### src/rfa_pkg.sv
// Purpose: constants and types shared by the radio frequency and address configuration bank
// Assumes: 8-bit registers on a 32-bit classic wishbone bus, one word per register
// Notes: byte address of a register is four times its index
package rfa_pkg;
  localparam int ADR_W = 18;
  typedef logic [15:0] rfa_idx_t;
  localparam rfa_idx_t IDX_FILT_ADDR = 16'hDF05;
  localparam rfa_idx_t IDX_CHANNEL_NUMBER_VALUE = 16'hDF06;
  localparam rfa_idx_t IDX_IF_CTRL = 16'hDF07;
  localparam rfa_idx_t IDX_OFF_CTRL = 16'hDF08;
  localparam rfa_idx_t IDX_CARRIER_HI = 16'hDF09;
  localparam rfa_idx_t IDX_CARRIER_MID = 16'hDF0A;
  localparam rfa_idx_t IDX_CARRIER_LO = 16'hDF0B;
  localparam rfa_idx_t IDX_CTRL = 16'hDF40;
  localparam rfa_idx_t IDX_SPACING = 16'hDF41;
  localparam logic [7:0] RST_FILT_ADDR = 8'h00;
  localparam logic [7:0] RST_CHANNEL_NUMBER_VALUE = 8'h00;
  localparam logic [4:0] RST_IF = 5'h0F;
  localparam logic [7:0] RST_OFF = 8'h00;
  localparam logic [5:0] RST_CARRIER_HI = 6'h1E;
  localparam logic [7:0] RST_CARRIER_MID = 8'hC4;
  localparam logic [7:0] RST_CARRIER_LO = 8'hEC;
  localparam logic [3:0] RST_CTRL = 4'h0;
  localparam logic [7:0] RST_SPACING = 8'h10;
  localparam logic [1:0] CARRIER_FIXED = 2'h1;
  localparam int CTRL_RX_BIT = 2;
  localparam int CTRL_AUTO_BIT = 3;
  localparam int CTRL_APPLY_BIT = 4;
  localparam logic [7:0] BCAST_ZERO = 8'h00;
  localparam logic [7:0] BCAST_ALL = 8'hFF;
  typedef enum logic [1:0] {CHK_NONE, CHK_ADDR, CHK_ZERO, CHK_BOTH} rfa_chk_e;
endpackage : rfa_pkg

### src/rfa_filt_if.sv
// Purpose: carries filter settings and packet addresses between the bank and the address filter
// Assumes: all signals belong to the single system clock
// Notes: cfg is the bank end, filt the filter end
`timescale 1ns/10ps
`default_nettype none
interface rfa_filt_if;
  logic [7:0] filt_addr;
  rfa_pkg::rfa_chk_e mode;
  logic [7:0] pkt_addr;
  logic pkt_valid;
  logic accept;
  logic result_valid;
  modport cfg (output filt_addr, output mode, output pkt_addr, output pkt_valid,
               input accept, input result_valid);
  modport filt (input filt_addr, input mode, input pkt_addr, input pkt_valid,
                output accept, output result_valid);
endinterface : rfa_filt_if
`default_nettype wire

### src/rfa_carrier_base_word_regs.sv
// Purpose: radio address filter and synthesizer frequency configuration bank on classic wishbone
// Assumes: one 50 MHz clock, synchronous active-low reset, 8-bit data in byte lane 0
// Notes: synthesizer word is in steps of the oscillator frequency over 65536
//
// Local design decision: register access over Wishbone.
`timescale 1ns/10ps
`default_nettype none
// Summary of operation
// [RL1] Hold 8-bit filter address, reset zero, compared with received packet addresses.
// [RL2] Broadcast modes also accept address zero and optionally 255.
// [RL3] Two-bit check mode: none, strict, zero broadcast, zero and 255 broadcast.
// [RL4] Channel index times channel spacing is added to the base frequency.
// [RL5] In receive the 5-bit IF word is subtracted; it also feeds the mixer.
// [RL6] IF equals oscillator over 1024 times IF word; word resets to 01111.
// [RL7] Signed offset word adds steps of oscillator over 16384 to base.
// [RL8] Correction strobe or automatic correction adds frequency estimate into offset word.
// [RL9] 24-bit carrier word from three bytes; base is oscillator over 65536 times it.
// [RL10] Carrier word bits 23:22 read 01 and ignore writes.
// [RL11] Writes land on the edge after the strobe; fixed bits read fixed; reset restores.
module rfa_carrier_base_word_regs (
  input wire logic clk,
  input wire logic rst_n,
  input wire logic wb_cyc,
  input wire logic wb_stb,
  input wire logic wb_we,
  input wire logic [rfa_pkg::ADR_W-1:0] wb_adr,
  input wire logic [3:0] wb_sel,
  input wire logic [31:0] wb_dat_w,
  output logic [31:0] wb_dat_r,
  output logic wb_ack,
  input wire logic [7:0] pkt_addr,
  input wire logic pkt_addr_valid,
  output logic addr_accept,
  output logic addr_result_valid,
  input wire logic [7:0] carrier_base_word_estimate_value,
  input wire logic carrier_base_word_estimate_valid,
  output logic rx_mode,
  output logic [4:0] intermediate_carrier_base_word_word,
  output logic [23:0] synth_carrier_base_word_word
);
  import rfa_pkg::*;

  typedef struct packed {
    logic ack;
    logic [31:0] rdat;
    logic [7:0] filt_addr;
    logic [7:0] channel_number_value;
    logic [4:0] ifw;
    logic [7:0] off;
    logic [5:0] hi;
    logic [7:0] mid;
    logic [7:0] lo;
    logic [3:0] ctrl;
    logic [7:0] spacing;
    logic [4:0] ifo;
    logic [23:0] synth;
  } rfa_top_s;

  rfa_top_s r, n;
  logic req;
  logic wr;
  logic apply;
  rfa_idx_t idx;
  logic [7:0] rbyte;
  logic [23:0] base_word;
  logic [15:0] channel_number_value_prod;
  logic [23:0] off_term;
  logic [23:0] if_term;

  rfa_filt_if fi ();

  rfa_addr_filter u_filter (
    .clk(clk),
    .rst_n(rst_n),
    .fi(fi)
  );

  assign fi.filt_addr = r.filt_addr;
  assign fi.mode = rfa_chk_e'(r.ctrl[1:0]);
  assign fi.pkt_addr = pkt_addr;
  assign fi.pkt_valid = pkt_addr_valid;

  always_comb begin
    n = r;
    idx = wb_adr[ADR_W-1:2];
    req = wb_cyc & wb_stb & ~r.ack;
    wr = req & wb_we & wb_sel[0];
    base_word = {CARRIER_FIXED, r.hi, r.mid, r.lo}; // RL9 RL10
    channel_number_value_prod = r.channel_number_value * r.spacing; // RL4
    off_term = {{14{r.off[7]}}, r.off, 2'b00}; // RL7
    if_term = {13'h0000, r.ifw, 6'h00}; // RL6
    // read mux, unmapped indices answer zero
    unique case (idx)
      IDX_FILT_ADDR: rbyte = r.filt_addr;
      IDX_CHANNEL_NUMBER_VALUE: rbyte = r.channel_number_value;
      IDX_IF_CTRL: rbyte = {3'b000, r.ifw}; // RL11
      IDX_OFF_CTRL: rbyte = r.off;
      IDX_CARRIER_HI: rbyte = {CARRIER_FIXED, r.hi}; // RL10
      IDX_CARRIER_MID: rbyte = r.mid;
      IDX_CARRIER_LO: rbyte = r.lo;
      IDX_CTRL: rbyte = {4'h0, r.ctrl};
      IDX_SPACING: rbyte = r.spacing;
      default: rbyte = 8'h00;
    endcase
    n.ack = req;
    if (req) begin
      n.rdat = {24'h000000, rbyte};
    end
    if (wr) begin
      unique case (idx) // RL11
        IDX_FILT_ADDR: n.filt_addr = wb_dat_w[7:0]; // RL1
        IDX_CHANNEL_NUMBER_VALUE: n.channel_number_value = wb_dat_w[7:0];
        IDX_IF_CTRL: n.ifw = wb_dat_w[4:0];
        IDX_OFF_CTRL: n.off = wb_dat_w[7:0];
        IDX_CARRIER_HI: n.hi = wb_dat_w[5:0]; // RL10
        IDX_CARRIER_MID: n.mid = wb_dat_w[7:0];
        IDX_CARRIER_LO: n.lo = wb_dat_w[7:0];
        IDX_CTRL: n.ctrl = wb_dat_w[3:0];
        IDX_SPACING: n.spacing = wb_dat_w[7:0];
        default: n.ctrl = n.ctrl;
      endcase
    end
    // correction adds on top of a same-cycle offset write so neither is lost
    apply = (wr & (idx == IDX_CTRL) & wb_dat_w[CTRL_APPLY_BIT])
          | (r.ctrl[CTRL_AUTO_BIT] & carrier_base_word_estimate_valid);
    if (apply) begin
      n.off = n.off + carrier_base_word_estimate_value; // RL8
    end
    n.ifo = r.ifw; // RL5
    if (r.ctrl[CTRL_RX_BIT]) begin
      n.synth = base_word + {8'h00, channel_number_value_prod} + off_term - if_term; // RL5
    end else begin
      n.synth = base_word + {8'h00, channel_number_value_prod} + off_term; // RL4 RL7
    end
    if (!rst_n) begin
      n.ack = 1'b0;
      n.rdat = 32'h00000000;
      n.filt_addr = RST_FILT_ADDR; // RL1
      n.channel_number_value = RST_CHANNEL_NUMBER_VALUE;
      n.ifw = RST_IF; // RL6
      n.off = RST_OFF;
      n.hi = RST_CARRIER_HI;
      n.mid = RST_CARRIER_MID;
      n.lo = RST_CARRIER_LO;
      n.ctrl = RST_CTRL;
      n.spacing = RST_SPACING;
      n.ifo = RST_IF;
      n.synth = 24'h000000;
    end
  end

  always_ff @(posedge clk) begin
    r <= n;
  end

  assign wb_ack = r.ack;
  assign wb_dat_r = r.rdat;
  assign addr_accept = fi.accept;
  assign addr_result_valid = fi.result_valid;
  assign rx_mode = r.ctrl[CTRL_RX_BIT];
  assign intermediate_carrier_base_word_word = r.ifo;
  assign synth_carrier_base_word_word = r.synth;

  property p_ack_next;
    @(posedge clk) disable iff (!rst_n) wb_cyc && wb_stb && !wb_ack |=> wb_ack ##1 !wb_ack;
  endproperty
  a_ack_next: assert property (p_ack_next) else $error("ack not given for exactly one cycle"); // RL11
  property p_filt_wr;
    @(posedge clk) disable iff (!rst_n)
      wr && idx == IDX_FILT_ADDR |=> r.filt_addr == $past(wb_dat_w[7:0]) && fi.filt_addr == r.filt_addr;
  endproperty
  a_filt_wr: assert property (p_filt_wr) else $error("filter address write lost"); // RL1
  property p_hi_read;
    @(posedge clk) disable iff (!rst_n)
      req && !wb_we && idx == IDX_CARRIER_HI |=> wb_ack && wb_dat_r[7:6] == 2'b01 && wb_dat_r[5:0] == $past(r.hi);
  endproperty
  a_hi_read: assert property (p_hi_read) else $error("carrier high byte top bits not 01"); // RL10
  property p_hi_fixed;
    @(posedge clk) disable iff (!rst_n) wr && idx == IDX_CARRIER_HI |=> r.hi == $past(wb_dat_w[5:0]);
  endproperty
  a_hi_fixed: assert property (p_hi_fixed) else $error("carrier high byte write lost"); // RL10
  property p_if_reset;
    @(posedge clk) $past(!rst_n) && rst_n |-> r.ifw == 5'h0F && r.filt_addr == 8'h00 && r.off == 8'h00;
  endproperty
  a_if_reset: assert property (p_if_reset) else $error("reset values not restored"); // RL6
  property p_channel_number_value;
    @(posedge clk) disable iff (!rst_n)
      rst_n && !rx_mode && r.off == 8'h00 |=> synth_carrier_base_word_word == $past(base_word) + {8'h00, $past(channel_number_value_prod)};
  endproperty
  a_channel_number_value: assert property (p_channel_number_value) else $error("channel term wrong in synthesizer word"); // RL4
  property p_rx_if;
    @(posedge clk) disable iff (!rst_n)
      rst_n && rx_mode && r.channel_number_value == 8'h00 && r.off == 8'h00 |=> synth_carrier_base_word_word == $past(base_word) - $past(if_term);
  endproperty
  a_rx_if: assert property (p_rx_if) else $error("IF not subtracted in receive"); // RL5
  property p_off;
    @(posedge clk) disable iff (!rst_n)
      rst_n && !rx_mode && r.channel_number_value == 8'h00 |=> synth_carrier_base_word_word == $past(base_word) + $past(off_term);
  endproperty
  a_off: assert property (p_off) else $error("offset term wrong in synthesizer word"); // RL7
  property p_base;
    @(posedge clk) disable iff (!rst_n)
      rst_n && !rx_mode && r.channel_number_value == 8'h00 && r.off == 8'h00
        |=> synth_carrier_base_word_word == {2'b01, $past(r.hi), $past(r.mid), $past(r.lo)};
  endproperty
  a_base: assert property (p_base) else $error("base word not assembled from three bytes"); // RL9
  property p_corr;
    @(posedge clk) disable iff (!rst_n)
      apply && !(wr && idx == IDX_OFF_CTRL) |=> r.off == 8'($past(r.off) + $past(carrier_base_word_estimate_value));
  endproperty
  a_corr: assert property (p_corr) else $error("frequency estimate not added to offset"); // RL8

  property p_ack_once;
    @(posedge clk) disable iff (!rst_n)
      wb_ack |=> !wb_ack;
  endproperty
  a_ack_once: assert property (p_ack_once) else $error("ack held longer than one cycle"); // RL11

  property p_ack_idle;
    @(posedge clk) disable iff (!rst_n)
      !(wb_cyc && wb_stb) |=> !wb_ack;
  endproperty
  a_ack_idle: assert property (p_ack_idle) else $error("ack without a request"); // RL11

  property p_rdat_hold;
    @(posedge clk) disable iff (!rst_n)
      !(wb_cyc && wb_stb && !wb_ack) |=> $stable(wb_dat_r);
  endproperty
  a_rdat_hold: assert property (p_rdat_hold) else $error("read data changed without a request"); // RL11

  property p_rdat_upper;
    @(posedge clk) disable iff (!rst_n)
      wb_ack |-> wb_dat_r[31:8] == 24'h000000;
  endproperty
  a_rdat_upper: assert property (p_rdat_upper) else $error("upper read data bits not zero"); // RL11

  property p_unmapped_rd;
    @(posedge clk) disable iff (!rst_n)
      req && !wb_we && (idx < IDX_FILT_ADDR || idx > IDX_SPACING || (idx > IDX_CARRIER_LO && idx < IDX_CTRL))
        |=> wb_dat_r == 32'h00000000;
  endproperty
  a_unmapped_rd: assert property (p_unmapped_rd) else $error("unmapped index read not zero"); // RL11

  property p_unmapped_wr;
    @(posedge clk) disable iff (!rst_n)
      wr && idx > IDX_CARRIER_LO && idx < IDX_CTRL
        |=> r.channel_number_value == $past(r.channel_number_value) && r.mid == $past(r.mid) && r.lo == $past(r.lo);
  endproperty
  a_unmapped_wr: assert property (p_unmapped_wr) else $error("unmapped write changed a register"); // RL11

  property p_channel_number_value_wr;
    @(posedge clk) disable iff (!rst_n)
      wr && idx == IDX_CHANNEL_NUMBER_VALUE |=> r.channel_number_value == $past(wb_dat_w[7:0]);
  endproperty
  a_channel_number_value_wr: assert property (p_channel_number_value_wr) else $error("channel index write lost"); // RL4

  property p_spacing_wr;
    @(posedge clk) disable iff (!rst_n)
      wr && idx == IDX_SPACING |=> r.spacing == $past(wb_dat_w[7:0]);
  endproperty
  a_spacing_wr: assert property (p_spacing_wr) else $error("channel spacing write lost"); // RL4

  property p_if_wr;
    @(posedge clk) disable iff (!rst_n)
      wr && idx == IDX_IF_CTRL |=> r.ifw == $past(wb_dat_w[4:0]);
  endproperty
  a_if_wr: assert property (p_if_wr) else $error("IF word write lost"); // RL6

  property p_if_read;
    @(posedge clk) disable iff (!rst_n)
      req && !wb_we && idx == IDX_IF_CTRL |=> wb_dat_r[7:5] == 3'b000 && wb_dat_r[4:0] == $past(r.ifw);
  endproperty
  a_if_read: assert property (p_if_read) else $error("IF control read wrong"); // RL6

  property p_if_out;
    @(posedge clk) disable iff (!rst_n)
      rst_n |=> intermediate_carrier_base_word_word == $past(r.ifw);
  endproperty
  a_if_out: assert property (p_if_out) else $error("mixer IF word does not follow register"); // RL5

  property p_mid_wr;
    @(posedge clk) disable iff (!rst_n)
      wr && idx == IDX_CARRIER_MID |=> r.mid == $past(wb_dat_w[7:0]);
  endproperty
  a_mid_wr: assert property (p_mid_wr) else $error("carrier middle byte write lost"); // RL9

  property p_lo_wr;
    @(posedge clk) disable iff (!rst_n)
      wr && idx == IDX_CARRIER_LO |=> r.lo == $past(wb_dat_w[7:0]);
  endproperty
  a_lo_wr: assert property (p_lo_wr) else $error("carrier low byte write lost"); // RL9

  property p_off_wr;
    @(posedge clk) disable iff (!rst_n)
      wr && idx == IDX_OFF_CTRL && !apply |=> r.off == $past(wb_dat_w[7:0]);
  endproperty
  a_off_wr: assert property (p_off_wr) else $error("offset word write lost"); // RL7

  property p_off_idle;
    @(posedge clk) disable iff (!rst_n)
      rst_n && !apply && !(wr && idx == IDX_OFF_CTRL) |=> r.off == $past(r.off);
  endproperty
  a_off_idle: assert property (p_off_idle) else $error("offset word changed without cause"); // RL8

  property p_ctrl_wr;
    @(posedge clk) disable iff (!rst_n)
      wr && idx == IDX_CTRL |=> r.ctrl == $past(wb_dat_w[3:0]);
  endproperty
  a_ctrl_wr: assert property (p_ctrl_wr) else $error("check mode write lost"); // RL3

  property p_ctrl_read;
    @(posedge clk) disable iff (!rst_n)
      req && !wb_we && idx == IDX_CTRL |=> wb_dat_r[7:4] == 4'h0;
  endproperty
  a_ctrl_read: assert property (p_ctrl_read) else $error("apply strobe or unused control bits read set"); // RL8

  property p_result_pulse;
    @(posedge clk) disable iff (!rst_n)
      rst_n |=> addr_result_valid == $past(pkt_addr_valid);
  endproperty
  a_result_pulse: assert property (p_result_pulse) else $error("filter result not one cycle after packet"); // RL1

  property p_accept_hold;
    @(posedge clk) disable iff (!rst_n)
      rst_n && !pkt_addr_valid |=> addr_accept == $past(addr_accept);
  endproperty
  a_accept_hold: assert property (p_accept_hold) else $error("filter verdict changed without packet"); // RL1
endmodule : rfa_carrier_base_word_regs
`default_nettype wire

### src/rfa_addr_filter.sv
// Purpose: decides whether a received packet address passes the address check
// Assumes: pkt_valid is a one-cycle pulse with pkt_addr
// Notes: result appears one cycle after the pulse and stands until the next one
`timescale 1ns/10ps
`default_nettype none
module rfa_addr_filter (
  input wire logic clk,
  input wire logic rst_n,
  rfa_filt_if.filt fi
);
  import rfa_pkg::*;
  typedef struct packed {
    logic accept;
    logic valid;
  } rfa_flt_s;
  rfa_flt_s r, n;
  logic hit;

  always_comb begin
    n = r;
    hit = (fi.pkt_addr == fi.filt_addr); // RL1
    n.valid = fi.pkt_valid;
    if (fi.pkt_valid) begin
      unique case (fi.mode) // RL3
        CHK_NONE: n.accept = 1'b1;
        CHK_ADDR: n.accept = hit;
        CHK_ZERO: n.accept = hit | (fi.pkt_addr == BCAST_ZERO); // RL2
        CHK_BOTH: n.accept = hit | (fi.pkt_addr == BCAST_ZERO) | (fi.pkt_addr == BCAST_ALL); // RL2
      endcase
    end
    if (!rst_n) begin
      n = '0;
    end
  end

  always_ff @(posedge clk) begin
    r <= n;
  end

  assign fi.accept = r.accept;
  assign fi.result_valid = r.valid;

  property p_no_check;
    @(posedge clk) disable iff (!rst_n) fi.pkt_valid && fi.mode == CHK_NONE |=> fi.accept && fi.result_valid;
  endproperty
  a_no_check: assert property (p_no_check) else $error("no-check mode rejected a packet"); // RL3
  property p_strict;
    @(posedge clk) disable iff (!rst_n)
      fi.pkt_valid && fi.mode == CHK_ADDR && fi.pkt_addr != fi.filt_addr |=> !fi.accept;
  endproperty
  a_strict: assert property (p_strict) else $error("foreign address accepted without broadcast"); // RL1
  property p_bcast;
    @(posedge clk) disable iff (!rst_n)
      fi.pkt_valid && fi.mode == CHK_BOTH && (fi.pkt_addr == BCAST_ALL || fi.pkt_addr == BCAST_ZERO) |=> fi.accept;
  endproperty
  a_bcast: assert property (p_bcast) else $error("broadcast address rejected"); // RL2
  property p_zero_only;
    @(posedge clk) disable iff (!rst_n)
      fi.pkt_valid && fi.mode == CHK_ZERO && fi.pkt_addr == BCAST_ALL && fi.filt_addr != BCAST_ALL |=> !fi.accept;
  endproperty
  a_zero_only: assert property (p_zero_only) else $error("255 accepted in zero-only broadcast mode"); // RL3
endmodule : rfa_addr_filter
`default_nettype wire

### config.mk
export PLATFORM = sky130hd
export DESIGN_NAME = rfa_carrier_base_word_regs
export DESIGN_NICKNAME = d
export VERILOG_FILES = /design/src/rfa_pkg.sv /design/src/rfa_filt_if.sv /design/src/rfa_carrier_base_word_regs.sv /design/src/rfa_addr_filter.sv
export SDC_FILE = /design/constraint.sdc
export NUM_CORES = 1
export LEC_CHECK = 0
export ABC_AREA = 1
export BUFFER_PORTS_ARGS = -buffer_cell sky130_fd_sc_hd__buf_2
export CAP_MARGIN = 20
export CELL_PAD_IN_SITES_DETAIL_PLACEMENT = 0
export CELL_PAD_IN_SITES_GLOBAL_PLACEMENT = 1
export CORE_MARGIN = 2
export CORE_UTILIZATION = 38
export DETAILED_ROUTE_END_ITERATION = 6
export PLACE_DENSITY = 0.89
export SYNTH_ARGS = -nofsm -noshare
export SYNTH_HDL_FRONTEND = slang
export SYNTH_SLANG_ARGS = --single-unit
### constraint.sdc
create_clock -name clk -period 5.2 [get_ports clk]
set_input_delay 0 -clock clk [delete_from_list [all_inputs] [get_ports clk]]
set_output_delay 0 -clock clk [all_outputs]
set_load 0.1 [all_outputs]
==> results.md, run 1 <==
* Status: finished, violations left
* Violated checks: setup timing
* Clk_skew at 0.0104 ns
* Post-synth top area share at 0.218
* Cell Area, Synth at 0.00947 mm2
* Net count, final at 1666
* Fin util at 0.468
* Yosys warning total at 0
* Worst EP arrival at 5.71 ns
* Fmax at 0.184 GHz
* Drt drc at 0
* Mean Syn Cell Area at 7.13 um2
* Unrepaired setup endpoints after global routing: yes
* Netlist cell types at 47
* Final min period at 5.44 ns
* Post-Route WL at 26600 um
* Setup CP Type: reg -> reg
* WP buf/inv at 6
* Setup violations, final at 11
* CTS Buffer Depth at 2
* Die area at 0.0262 mm2
* Slew HR at 0.460
* Worst Setup End Kind: flop
* Share of layout cells above drive strength 1 at 0.261
* Detailed Route Iter0 Violations at 608
* Final GP Congestion at 0.951
* Max Slew Vio Count at 0
* Synth area leaders: dfxtp_1, fa_1, nand2_1
* HPWL after DPL at 21600 um
* Max stage delay on crit path at 0.53 ns
* Worst Hold Class: in -> reg
* Ports at 142
* Final instance area at 0.0114 mm2
* Register-to-register setup slack at -0.24 ns
* CTS root buf: clkbuf_16
* Max_cap viols at 0
* Via count at 8739
* Vias in the first global route at 8605
* Fraction of registers with async set/reset at 0
* Req. time, crit path at 5.46 ns
* PD cells at 154 mW/mm2
* Largest net degree at the start of global routing at 57
* CTS tree: done
* Port bufs at 88
* Post-synth EDFFs at 0
* Layout Cells excl Fill at 1788
* Clock-pin slew on the worst setup and hold paths at 0.08 ns
* Total track usage at 0.204
* Maximum VDD drop at 0.000170 V
* H-Tree Depth at 3
* Area grow syn2layout at 20.6%
* Die X-Extent at 162 um
* Leakage at 6.15 nW
* Synth Register Bits at 103
* Clk_lat worst skew at 0.37 ns
* Grt ovf at 0
* Post-Place Cells at 1758
* Slowest library cell on the worst path: fa_2
* Synthesized instance count at 1329
* CP startpoint kind: flop
* Antenna violations before repair at 0
* Fin worst setup slack at -0.245 ns
* Most common cell in the netlist: nand2_1
* Final ANT Viol Nets at 0
* Crit path max-delay family: adder cells
* Share of the yosys chip area belonging to registers at 0.218
* ANT cells at 0
* CTS Sinks at 103
* Core area at 0.0244 mm2
* Final period utilization at 1.05
* Row cnt at 57
* Synth cell count leaders: nand2_1, inv_1, dfxtp_1, a21oi_1, o21ai_0
* Fin. Hold Viols at 0
* Ys flop type: dfxtp_1
* Crit Path Max Fanout at 5
* Synth area leader: dfxtp_1
* Vias per inst at 4.89
* Post-DP Area at 0.0106 mm2
* Drt first pass iters at 6
* Tightest Pin Transition at 0.803 ns
* First-pass GRT wire length at 42500 um
* CTS Buf Count at 9
* Die Y at 162 um
* DR WL/cell at 14.9 um
* Initial Utilization at 0.388
logic make-up (layout without fill, tap and decap cells):
group                    count (synthesis)  count (layout)  share of synthesized area
AND/OR/NAND/NOR                        511             511                      0.253
other                                    1              24                   0.000396
multiplexers                             3               3                    0.00317
adder cells (fa/ha/maj)                130             130                      0.225
XOR/XNOR                                19              19                     0.0176
AO/OA/AOI/OAI                          192             192                      0.110
buffers and inverters                  370             482                      0.174
flip-flops                             103             103                      0.218
tightest hold or removal path: stages:
cell and delay, ns:
buf_2 0.13, o21ai_0 0.09, a21oi_1 0.12
power breakdown:
part | switching (W) | internal, W | total (W)
Sequential | 0.00000182 | 0.000790 | 0.000792
Clock | 0.000357 | 0.000391 | 0.000748
Combinational | 0.000190 | 0.0000333 | 0.000223
Total | 0.000549 | 0.00121 | 0.00176
repair_timing:
| action | in CTS | in global routing |
|---|---|---|
| setup endpoints to repair | 12 | 15 |
| hold buffers | 1 | 0 |
| resized for setup | 65 | 51 |
| buffers inserted | 9 | 4 |
| endpoints found under the hold margin | 2 | 0 |
| pin swaps | 16 | 36 |
per-layer routing:
| metal | vias up | routed length, um | GRT usage |
|---|---|---|---|
| met3 | 61 | 1360 | 0.0301 |
| met1 | 4099 | 11800 | 0.262 |
| met5 | - | 0 | 0 |
| met4 | 0 | 803 | 0.0716 |
| met2 | 275 | 12700 | 0.349 |
| li1 | 4304 | - | - |
metrics by stage:
stage	setup TNS (ns)	worst slack, ns	total power (W)	hold WS, ns
after floorplan	-0.0383	-0.0221	0.00101	0.112
after global placement	-2.28	-0.265	0.00103	0.226
after detailed placement	-3.64	-0.383	0.00104	0.228
after CTS	-0.875	-0.152	0.00177	0.00331
after global routing	-4.89	-0.493	0.00182	0.00958
final	-1.78	-0.245	0.00176	0.0131
state kept, by name (all words and copies together) (netlist names):
name / cells
synth_carrier_base_word_word: 24
u_filter.fi.accept: 1
r: 17
wb_ack: 1
u_filter.fi.result_valid: 1
off_term: 8
base_word: 22
wb_dat_r: 8
intermediate_carrier_base_word_word: 5
fi.filt_addr: 8
if_term: 5
rx_mode: 1
fi.mode: 2
path summary, 6_finish.rpt:
path,from,endpoint,cells past startpoint
min reg2reg,wb_dat_r[4],wb_dat_r[4],2
max,r[80],synth_carrier_base_word_word[21],29
max reg2reg,r[80],synth_carrier_base_word_word[21],29
min,wb_dat_w[0],base_word[0],3
placed cells by master (no fill, tap or decap), types with 19 or more instances in the layout:
cell type / count
o21ai_0: 71
a21oi_1: 79
buf_2: 88
dfxtp_1: 87
ha_1: 49
inv_2: 26
buf_4: 94
fa_1: 63
o211ai_1: 19
nor2_1: 60
nand3_1: 54
nand2_1: 264
conb_1: 24
nand2_2: 47
inv_1: 241
final cells by class:
type                       count  area (um2)
tap                          324         405
inverter                     273        1030
fill                        2418       13000
clock buffer                   9         225
timing repair buffer         193        1270
multi-input combinational    879        6290
clock inverter                 7        97.6
sequential                   103        2100
Note: power is estimated with default switching activity, not from simulation.
==> run 2: changes to the inputs <==
==> constraint.sdc (replaced) <==
create_clock -name clk -period 4.76 [get_ports clk]
set_input_delay 0 -clock clk [delete_from_list [all_inputs] [get_ports clk]]
set_output_delay 0 -clock clk [all_outputs]
set_load 0.1 [all_outputs]
==> results.md, run 2 (synthesized netlist as in run 1, its figures left out) <==
* Setup violations, final at 17
* Clk_skew at 0.0134 ns
* HPWL after DPL at 21400 um
* Vias in the first global route at 8556
* Via count at 8796
* Final period utilization at 1.15
* Final ANT Viol Nets at 0
* Filler cells at 2396
* CTS Buf Count at 9
* Grt ovf at 0
* CTS Buffer Depth at 2
* Ports at 142
* Final hold slack at 0.0221 ns
* Power Total at 0.00187 W
* Total track usage at 0.205
* Req. time, crit path at 5.02 ns
* PD cells at 160 mW/mm2
* Largest net degree at the start of global routing at 67
* Clock share of power at 0.408
* Initial Utilization at 0.388
* Worst reg2reg path depth at 29
* Setup CP Type: reg -> reg
* Area grow syn2layout at 23.7%
* Commonest non-fill, non-tap cells in the layout: nand2_1, inv_1, buf_4
* Logic pwr share at 0.131
* Share of layout cells above drive strength 1 at 0.283
* Max Slew Vio Count at 0
* Fmax at 0.182 GHz
* Slowest library cell on the worst path: fa_1
* Row cnt at 57
* Tightest Pin Transition at 0.854 ns
* Net count, final at 1692
* Status: finished, violations left
* Switch Pwr at 0.000602 W
* Clk_lat worst skew at 0.37 ns
* Unrepaired setup endpoints after global routing: yes
* Max_cap viols at 0
* Slew HR at 0.426
* Violated checks: setup timing
* CTS root buf: clkbuf_16
* DR WL/cell at 15.0 um
* Area of the multi-input gates at 0.00634 mm2
* Max FFs per register at 24
* Maximum VDD drop at 0.000195 V
* Seq pwr share at 0.461
* CTS tree: done
* Antenna violations before repair at 0
* Final GP Congestion at 0.937
* Die Y at 162 um
* CP startpoint kind: flop
* Fin. Hold Viols at 0
* Commonest non-fill, non-tap cell in the layout: nand2_1
* Post-Route WL at 27200 um
* Drt drc at 0
* H-Tree Depth at 3
* Die X-Extent at 162 um
* WHS Path Cells at 3
* Max stage delay on crit path at 0.54 ns
* Worst Setup End Kind: flop
* ANT cells at 0
* Core area at 0.0244 mm2
* Die area at 0.0262 mm2
* Fin worst setup slack at -0.726 ns
* Vias per inst at 4.85
* Switching part of the total at 0.321
* Detailed Route Iter0 Violations at 524
* Worst Hold Class: in -> reg
* First-pass GRT wire length at 42600 um
* Drt first pass iters at 5
* FF/Latch Area at 0.00211 mm2
* Clock-pin slew on the worst setup and hold paths at 0.08 ns
* Leakage at 6.27 nW
* CTS Sinks at 103
* Port bufs at 88
* Worst EP arrival at 5.75 ns
* Crit Path Max Fanout at 5
* Final min period at 5.49 ns
* Internal power at 0.00127 W
[run 2: power groups by stage]
stage | Sequential [W] | Combinational [W] | Clock (W)
finish | 0.000864 | 0.000246 | 0.000765
detailed placement | 0.000891 | 0.000242 | 0
global placement | 0.000891 | 0.000240 | 0
floorplan | 0.000902 | 0.000200 | 0
CTS | 0.000866 | 0.000243 | 0.000772
global route | 0.000865 | 0.000257 | 0.000806
[run 2: area by class of cell]
class / instances / share of cell area
tap: 324 / 0.0346
inverter: 273 / 0.0880
clock inverter: 7 / 0.00662
timing repair buffer: 219 / 0.130
sequential: 103 / 0.180
clock buffer: 9 / 0.0192
multi-input combinational: 879 / 0.541
[run 2: repair_timing]
action                     in CTS  in global routing
gates resized for setup        58                 86
pin swaps                      26                 32
setup buffers                  13                 14
setup endpoints to repair      17                 17
hold buffers                    2                  0
hold endpoints to repair        3                  0
[run 2: metrics by stage]
stage	TNS (ns)	instance area [um2]	setup slack, ns	instances	utilization
final	-9.32	11700	-0.726	1814	0.480
after global routing	-12.88	11700	-0.956	1814	0.480
after CTS	-8.13	11300	-0.665	1799	0.463
after detailed placement	-11.44	10700	-0.911	1768	0.437
after global placement	-10.23	10700	-0.822	1768	0.437
after floorplan	-4.08	9770	-0.462	1352	-
[run 2: final timing paths]
path	from	end	slack, ns
max	r[78]	synth_carrier_base_word_word[23]	-0.73
min	wb_dat_w[4]	base_word[4]	0.02
max reg2reg	r[78]	synth_carrier_base_word_word[23]	-0.73
min reg2reg	wb_dat_r[1]	wb_dat_r[1]	0.47
[run 2: critical path, delay by kind of cell (launching register included)]
| kind | cells | cell delay (ns) |
|---|---|---|
| compound gates | 1 | 0.16 |
| xor+xnor | 1 | 0.18 |
| fa+ha+maj | 7 | 3.10 |
| buf+inv | 6 | 0.34 |
| simple gates | 14 | 1.25 |
| flops | 1 | 0.38 |
[run 2: layer usage]
metal	up-vias	GRT usage	part of all wire
met3	67	0.0319	0.056
met4	0	0.0736	0.035
met5	-	0	0
li1	4366	-	-
met1	4085	0.266	0.43
met2	278	0.346	0.48
